<file path="config.mk">
export PLATFORM = sky130hd
export DESIGN_NAME = gpio_ports_cd
export DESIGN_NICKNAME = d
export VERILOG_FILES = /design/src/logic/gpio_ports_cd.v
export VERILOG_INCLUDE_DIRS = /design/src /design/src/logic
export SDC_FILE = /design/constraint.sdc
export NUM_CORES = 1
export LEC_CHECK = 0
export ABC_AREA = 1
export BUFFER_PORTS_ARGS = -buffer_cell sky130_fd_sc_hd__buf_2
export CAP_MARGIN = 20
export CORE_MARGIN = 2
export CORE_UTILIZATION = 55
export CTS_BUF_LIST = sky130_fd_sc_hd__clkbuf_2 sky130_fd_sc_hd__clkbuf_4 sky130_fd_sc_hd__clkbuf_8
export CTS_CLUSTER_SIZE = 28
export DETAILED_ROUTE_END_ITERATION = 8
export GPL_ROUTABILITY_DRIVEN = 1
export HOLD_SLACK_MARGIN = 0.06
export PLACE_DENSITY = 0.84
export SYNTH_ARGS = -nofsm -noshare
export SYNTH_HDL_FRONTEND = slang
export SYNTH_SLANG_ARGS = --single-unit
</file>
<file path="constraint.sdc">
create_clock -name clk_i -period 3.9 [get_ports clk_i]
set_clock_uncertainty 0.1 [all_clocks]
set_input_delay 0 -clock clk_i [delete_from_list [all_inputs] [get_ports clk_i]]
set_output_delay 0 -clock clk_i [all_outputs]
set_load 0.1 [all_outputs]
</file>
<file path="src/logic/gpio_cd_regs.vh">
// Register offsets, fields and reset values of the port C and D block
`ifndef GPIO_CD_REGS_VH
`define GPIO_CD_REGS_VH
// ==========================================================================
// Register offsets
`define OFS_PORT_C_DATA   8'h02
`define OFS_PORT_D_DATA   8'h03
`define OFS_PORT_C_DIR    8'h04
`define OFS_PORT_D_DIR    8'h05
`define OFS_PORT_C_PUE    8'h0C
`define OFS_PORT_D_PUE    8'h0D
`define OFS_ALT_CTRL      8'h10
// ==========================================================================
// Alternate function control fields
`define ALT_CAN_EN_BIT    0
`define ALT_SPI_EN_BIT    1
`define ALT_SPI_MSTR_BIT  2
`define ALT_TIMER1_CHANNEL0_PIN_BIT     3
`define ALT_TIMER1_CHANNEL1_PIN_BIT     4
`define ALT_TIMER2_CHANNEL0_PIN_BIT     5
`define ALT_TIMER2_CHANNEL1_PIN_BIT     6
`define ALT_CLKOUT_BIT    7
// ==========================================================================
// Reset values and port C bit mask
`define RST_DIR           8'h00
`define RST_PUE           8'h00
`define RST_ALT           8'h00
`define PORT_C_MASK       8'h7F
`endif

</file>
<file path="src/logic/gpio_ports_cd.v">
// Port C and port D general-purpose I/O with alternate functions
//
// Strobed register access was chosen for this implementation.
`timescale 1ns/1ps
`default_nettype none
`include "gpio_cd_regs.vh"
module gpio_ports_cd #(
  parameter C_WIDTH = 7,
  parameter D_WIDTH = 8
) (
  input  wire         clk_i,
  input  wire         nrst_i,
  input  wire [7:0]   addr_i,
  input  wire [7:0]   wdata_i,
  input  wire         wr_i,
  input  wire         rd_i,
  output reg  [7:0]   rdata_o,
  input  wire [7:0]   pin_c_i,
  output reg  [7:0]   pin_c_o,
  output reg  [7:0]   pin_c_oe_o,
  output reg  [7:0]   pin_c_pu_o,
  input  wire [7:0]   pin_d_i,
  output reg  [7:0]   pin_d_o,
  output reg  [7:0]   pin_d_oe_o,
  output reg  [7:0]   pin_d_pu_o,
  output reg          can_rx_o,
  input  wire         can_tx_i,
  input  wire [3:0]   tim_ch_i,
  input  wire [3:0]   tim_ch_oe_i,
  output reg  [3:0]   tim_ch_o,
  input  wire         spi_sck_i,
  input  wire         spi_sck_oe_i,
  input  wire         spi_mosi_i,
  input  wire         spi_mosi_oe_i,
  input  wire         spi_miso_i,
  input  wire         spi_miso_oe_i,
  output reg          spi_sck_o,
  output reg          spi_mosi_o,
  output reg          spi_miso_o,
  output reg          spi_ss_o,
  input  wire         clk_out_i
);
  // ========================================================================
  // Reset release
  reg        rst_s1_reg;
  reg        rst_s2_reg;
  wire       rst_n;
  always @(posedge clk_i or negedge nrst_i) begin
    if (!nrst_i) begin
      rst_s1_reg <= 1'b0;
      rst_s2_reg <= 1'b0;
    end else begin
      rst_s1_reg <= 1'b1;
      rst_s2_reg <= rst_s1_reg;
    end
  end
  assign rst_n = rst_s2_reg;

  // ========================================================================
  // Registers
  reg  [7:0] c_data_reg;
  reg  [7:0] d_data_reg;
  reg  [7:0] c_dir_reg;
  reg  [7:0] d_dir_reg;
  reg  [7:0] c_pue_reg;
  reg  [7:0] d_pue_reg;
  reg  [7:0] alt_reg;
  wire [7:0] c_mask;
  assign c_mask = `PORT_C_MASK;

  // ========================================================================
  // Address decode
  wire       hit_c_data;
  wire       hit_d_data;
  wire       hit_c_dir;
  wire       hit_d_dir;
  wire       hit_c_pue;
  wire       hit_d_pue;
  wire       hit_alt;

  assign hit_c_data = (addr_i == `OFS_PORT_C_DATA);
  assign hit_d_data = (addr_i == `OFS_PORT_D_DATA);
  assign hit_c_dir  = (addr_i == `OFS_PORT_C_DIR);
  assign hit_d_dir  = (addr_i == `OFS_PORT_D_DIR);
  assign hit_c_pue  = (addr_i == `OFS_PORT_C_PUE);
  assign hit_d_pue  = (addr_i == `OFS_PORT_D_PUE);
  assign hit_alt    = (addr_i == `OFS_ALT_CTRL);

  // ========================================================================
  // Data latches keep contents through reset
  always @(posedge clk_i) begin
    if (wr_i && hit_c_data) begin
      c_data_reg <= wdata_i & c_mask;
    end
  end

  always @(posedge clk_i) begin
    if (wr_i && hit_d_data) begin
      d_data_reg <= wdata_i;
    end
  end

  // ========================================================================
  // Direction registers
  always @(posedge clk_i or negedge rst_n) begin
    if (!rst_n) begin
      c_dir_reg <= `RST_DIR;
    end else if (wr_i && hit_c_dir) begin
      c_dir_reg <= wdata_i & c_mask;
    end
  end

  always @(posedge clk_i or negedge rst_n) begin
    if (!rst_n) begin
      d_dir_reg <= `RST_DIR;
    end else if (wr_i && hit_d_dir) begin
      d_dir_reg <= wdata_i;
    end
  end

  // ========================================================================
  // Pullup enable registers
  always @(posedge clk_i or negedge rst_n) begin
    if (!rst_n) begin
      c_pue_reg <= `RST_PUE;
    end else if (wr_i && hit_c_pue) begin
      c_pue_reg <= wdata_i & c_mask;
    end
  end

  always @(posedge clk_i or negedge rst_n) begin
    if (!rst_n) begin
      d_pue_reg <= `RST_PUE;
    end else if (wr_i && hit_d_pue) begin
      d_pue_reg <= wdata_i;
    end
  end

  // ========================================================================
  // Alternate function control
  always @(posedge clk_i or negedge rst_n) begin
    if (!rst_n) begin
      alt_reg <= `RST_ALT;
    end else if (wr_i && hit_alt) begin
      alt_reg <= wdata_i;
    end
  end

  // ========================================================================
  // Alternate function selects
  wire       can_en;
  wire       spi_en;
  wire       spi_mstr;
  wire       ss_used;
  wire       timer1_channel1_pin_sel;
  wire       timer1_channel0_pin_sel;
  wire       timer2_channel1_pin_sel;
  wire       timer2_channel0_pin_sel;
  wire       clk_out_sel;

  assign can_en      = alt_reg[`ALT_CAN_EN_BIT];
  assign spi_en      = alt_reg[`ALT_SPI_EN_BIT];
  assign spi_mstr    = alt_reg[`ALT_SPI_MSTR_BIT];
  assign ss_used     = spi_en & ~spi_mstr;
  assign timer1_channel1_pin_sel   = alt_reg[`ALT_TIMER1_CHANNEL1_PIN_BIT];
  assign timer1_channel0_pin_sel   = alt_reg[`ALT_TIMER1_CHANNEL0_PIN_BIT];
  assign timer2_channel1_pin_sel   = alt_reg[`ALT_TIMER2_CHANNEL1_PIN_BIT];
  assign timer2_channel0_pin_sel   = alt_reg[`ALT_TIMER2_CHANNEL0_PIN_BIT];
  assign clk_out_sel = alt_reg[`ALT_CLKOUT_BIT];

  // ========================================================================
  // Port C pin drive
  reg  [7:0] c_o_next;
  reg  [7:0] c_oe_next;
  reg  [7:0] c_pu_next;
  always @* begin
    c_o_next  = c_data_reg;
    c_oe_next = c_dir_reg;
    if (can_en) begin
      c_o_next[0]  = can_tx_i;
      c_oe_next[0] = 1'b1;
      c_oe_next[1] = 1'b0;
    end
    c_pu_next = c_pue_reg & ~c_oe_next;
  end

  // ========================================================================
  // Port D pin drive
  reg  [7:0] d_o_next;
  reg  [7:0] d_oe_next;
  reg  [7:0] d_pu_next;
  always @* begin
    d_o_next  = d_data_reg;
    d_oe_next = d_dir_reg;
    if (timer1_channel1_pin_sel) begin
      d_o_next[7]  = tim_ch_i[3];
      d_oe_next[7] = tim_ch_oe_i[3];
    end
    if (timer1_channel0_pin_sel) begin
      d_o_next[6]  = tim_ch_i[2];
      d_oe_next[6] = tim_ch_oe_i[2];
    end
    if (timer2_channel1_pin_sel) begin
      d_o_next[5]  = tim_ch_i[1];
      d_oe_next[5] = tim_ch_oe_i[1];
    end
    if (timer2_channel0_pin_sel) begin
      d_o_next[4]  = tim_ch_i[0];
      d_oe_next[4] = tim_ch_oe_i[0];
    end
    if (spi_en) begin
      d_o_next[3]  = spi_sck_i;
      d_oe_next[3] = spi_sck_oe_i;
      d_o_next[2]  = spi_mosi_i;
      d_oe_next[2] = spi_mosi_oe_i;
      d_o_next[1]  = spi_miso_i;
      d_oe_next[1] = spi_miso_oe_i;
    end
    if (ss_used) begin
      d_oe_next[0] = 1'b0;
    end else if (clk_out_sel) begin
      d_o_next[0]  = clk_out_i;
      d_oe_next[0] = 1'b1;
    end
    d_pu_next = d_pue_reg & ~d_oe_next;
  end

  // ========================================================================
  // Peripheral input selects
  wire       can_rx_next;
  wire       ss_next;
  assign can_rx_next = can_en ? pin_c_i[1] : 1'b1;
  assign ss_next     = ss_used ? pin_d_i[0] : 1'b1;

  // ========================================================================
  // Registered port C pins
  always @(posedge clk_i or negedge rst_n) begin
    if (!rst_n) begin
      pin_c_o    <= 8'h00;
      pin_c_oe_o <= 8'h00;
      pin_c_pu_o <= 8'h00;
    end else begin
      pin_c_o    <= c_o_next & c_mask;
      pin_c_oe_o <= c_oe_next & c_mask;
      pin_c_pu_o <= c_pu_next & c_mask;
    end
  end

  // ========================================================================
  // Registered port D pins
  always @(posedge clk_i or negedge rst_n) begin
    if (!rst_n) begin
      pin_d_o    <= 8'h00;
      pin_d_oe_o <= 8'h00;
      pin_d_pu_o <= 8'h00;
    end else begin
      pin_d_o    <= d_o_next;
      pin_d_oe_o <= d_oe_next;
      pin_d_pu_o <= d_pu_next;
    end
  end

  // ========================================================================
  // Registered peripheral inputs
  always @(posedge clk_i or negedge rst_n) begin
    if (!rst_n) begin
      can_rx_o   <= 1'b1;
      tim_ch_o   <= 4'h0;
      spi_sck_o  <= 1'b0;
      spi_mosi_o <= 1'b0;
      spi_miso_o <= 1'b0;
      spi_ss_o   <= 1'b1;
    end else begin
      can_rx_o   <= can_rx_next;
      tim_ch_o   <= pin_d_i[7:4];
      spi_sck_o  <= pin_d_i[3];
      spi_mosi_o <= pin_d_i[2];
      spi_miso_o <= pin_d_i[1];
      spi_ss_o   <= ss_next;
    end
  end

  // ========================================================================
  // Port read values
  wire [7:0] c_read_val;
  wire [7:0] d_read_val;
  assign c_read_val = ((c_data_reg & c_dir_reg) |
                       (pin_c_i & ~c_dir_reg)) & c_mask;
  assign d_read_val = (d_data_reg & d_dir_reg) |
                      (pin_d_i & ~d_dir_reg);

  // ========================================================================
  // Read port
  reg  [7:0] rdata_next;
  always @* begin
    rdata_next = 8'h00;
    if (hit_c_data) begin
      rdata_next = c_read_val;
    end else if (hit_d_data) begin
      rdata_next = d_read_val;
    end else if (hit_c_dir) begin
      rdata_next = c_dir_reg;
    end else if (hit_d_dir) begin
      rdata_next = d_dir_reg;
    end else if (hit_c_pue) begin
      rdata_next = c_pue_reg;
    end else if (hit_d_pue) begin
      rdata_next = d_pue_reg;
    end else if (hit_alt) begin
      rdata_next = alt_reg;
    end
  end

  always @(posedge clk_i or negedge rst_n) begin
    if (!rst_n) begin
      rdata_o <= 8'h00;
    end else if (rd_i) begin
      rdata_o <= rdata_next;
    end else begin
      rdata_o <= 8'h00;
    end
  end
endmodule // gpio_ports_cd
`default_nettype wire

</file>
==> run summary <==
status -> finished, final reports clean
DR pass1 iterations -> 5
Die Wd -> 96.2 um
Top Ports -> 117
overall power -> 2.84 mW
Post-Route Utilization -> 75.6%
initial antenna violation count -> 0
CP Capture Type -> register
switching share of power -> 28.8%
Worst slew margin -> 46.0%
clock transition at the registers of the reported paths -> 0.07 ns
Synth area leaders -> dfrtp_1 53%, nand2_1 11%, edfxtp_1 9.6%
FF-to-FF Start -> c_dir_reg[5]$_DFFE_PN0P_
root buf cell -> clkbuf_8
DRC -> 0
Layout Cells excl Fill -> 772
fin nets -> 707
Synth warnings -> 0
Most Crowded Layer GR -> met2
GR Overflow Total -> 0
post-route cell area -> 6210 um2
Max Cap Viol -> 0
die area -> 9260 um2
critical path startpoint category -> register
RSZ-0062 raised after global routing -> no
Seq pwr share -> 46.5%
GR Layer Usage met1 -> 30.6%
Worst Path Required -> 4.12 ns
final worst slack -> 1.57 ns
M2 GR Usage -> 48.3%
total CTS buffers -> 17
commonest non-fill, non-tap cell in the layout -> nand2_1
CTS sink cnt -> 117
syn avg cell area -> 9.67 um2
vias in the first global route -> 4042
pin slew with the least headroom to its limit -> 0.807 ns
clk buf depth -> 2
sw power -> 0.818 mW
post_cts resized -> 0
DPL Wire Length -> 7.96 mm
Row Count -> 33
synthesized cell area -> 4680 um2
worst vdd ir -> 0.298 mV
setup TNS -> 0 ns
critical path class -> register to register
hold wc startpoint -> addr_i[3]
dpl cells -> 695
Seq cells post-synth -> 117
final period utilization -> 59.6%
Initial Util -> 56.9%
PD cells -> 457 nW/um2
drt total wl -> 11.9 mm
total track usage -> 27.5%
Worst Hold End -> rdata_o[0]$_DFF_PN0_
clock power share -> 39.6%
Critical Path AT -> 2.55 ns
CTS H-tree depth -> 4
Layout area overhead -> 32.8%
cell count after synthesis -> 484
routed vias -> 3988
dpl ws -> 2.02 ns
Final GP Congestion -> 0.971
commonest non-fill, non-tap cells in the layout -> 139 x nand2_1, 112 x buf_2, 99 x dfrtp_1
port bufs -> 112
DRT iter0 DRCs -> 222
hold_ws -> 0.0881 ns
GR Util met3 -> 7.44%
post-layout minimum cycle time -> 2.33 ns
Max Slew Vio Count -> 0
Worst Reg2Reg Path Length in Cells -> 5
Hold Path Stages -> 8
r2r endpoint -> rdata_o[5]$_DFF_PN0_
Die Y -> 96.2 um
diodes inserted -> 0
CTS tree -> yes
Int Pwr -> 2.02 mW
DR vias/cell -> 5.17
crit path max fanout -> 5
Avg WL per Cell -> 15.4 um
Max Clock Freq -> 430 MHz
placed cell areas -> 5340 um2
clk_lat worst skew -> 0.44 ns
setup violators final -> 0
Core Footprint -> 8220 um2
HP Class -> input pin to register
largest net degree at the start of global routing -> 81
antenna viol nets, final -> 0
Gate power share -> 14.0%
sequential area share after synthesis -> 64.2%
Leak -> 3.20 nW
Synth area leader -> dfrtp_1
first-pass GRT wire length -> 18.4 mm
final hold violations -> 0
Yosys top cell area share -> 53.5%
worst reg2reg setup slack -> 1.57 ns
post-synth cell types -> 28
layout cells sized above 1 -> 27.1%
what timing repair did:
item / in CTS / in global routing
endpoints found under the hold margin: 95 / 0
hold buffers: 45 / 0
setup buffers: 0 / 0
area by class of cell:
type	count	area, um2
Clock buffer	23	304
Clock inverter	8	97.6
Fill cell	584	2000
Inverter	63	238
Multi-Input combinational cell	296	1390
Sequential cell	117	3010
Tap cell	105	131
Timing Repair Buffer	160	1050
power by group through the flow:
stage / logic [mW] / clock network (mW) / registers [mW]
detailed placement: 0.348 / 0 / 1.35
floorplan: 0.0809 / 0 / 1.53
global placement: 0.344 / 0 / 1.35
CTS: 0.384 / 1.12 / 1.33
finish: 0.396 / 1.12 / 1.32
global route: 0.420 / 1.18 / 1.32
how the worst max path moves through the flow:
stage                                   startpoint                       to  slack, ns
after floorplan                    rst_n$_DFF_PN0_   alt_reg[0]$_DFFE_PN0P_       0.75
after global placement                   addr_i[2]  c_data_reg[2]$_DFFE_PP_       2.07
after detailed placement                 addr_i[3]  c_data_reg[0]$_DFFE_PP_       2.02
after CTS                 c_dir_reg[5]$_DFFE_PN0P_     rdata_o[5]$_DFF_PN0_       1.62
after global routing      c_dir_reg[5]$_DFFE_PN0P_     rdata_o[5]$_DFF_PN0_       1.52
final                     c_dir_reg[5]$_DFFE_PN0P_     rdata_o[5]$_DFF_PN0_       1.57
cell usage after synthesis, drive strengths merged:
| cell type | n |
|---|---|
| o21ai | 54 |
| nor2 | 37 |
| o21bai | 1 |
| conb | 2 |
| nor3 | 4 |
| inv | 62 |
| clkbuf | 3 |
| a21oi | 10 |
| clkinv | 1 |
| nand2 | 142 |
| or2 | 1 |
| buf | 7 |
| dfrtp | 100 |
| a31oi | 6 |
| mux2 | 4 |
| nand3 | 33 |
| dfstp | 2 |
| edfxtp | 15 |
cells by family after synthesis:
family | after synthesis | synth area share (%)
and+or+nand+nor | 217 | 19.9
AOI/OAI and AO/OA | 71 | 8.45
DFF | 117 | 64.2
other | 2 | 0.161
muxes | 4 | 0.963
buffers and inverters | 73 | 6.28
critical path: stages (launching register included):
cell	delay, ns
dfrtp_1	0.44
mux2_2	0.37
o21ai_1	0.13
dlygate4sd3_1	0.57
a21oi_1	0.05
dlygate4sd3_1	0.56
per-layer routing:
layer / share of wire (%) / routed length, um / up-vias
met5: 0 / 0 / -
met4: 3.4 / 403 / 0
met3: 7.9 / 942 / 38
met2: 51 / 6100 / 206
met1: 37 / 4470 / 1868
li1: - / - / 1876
Power figures use the tool's default switching activity.
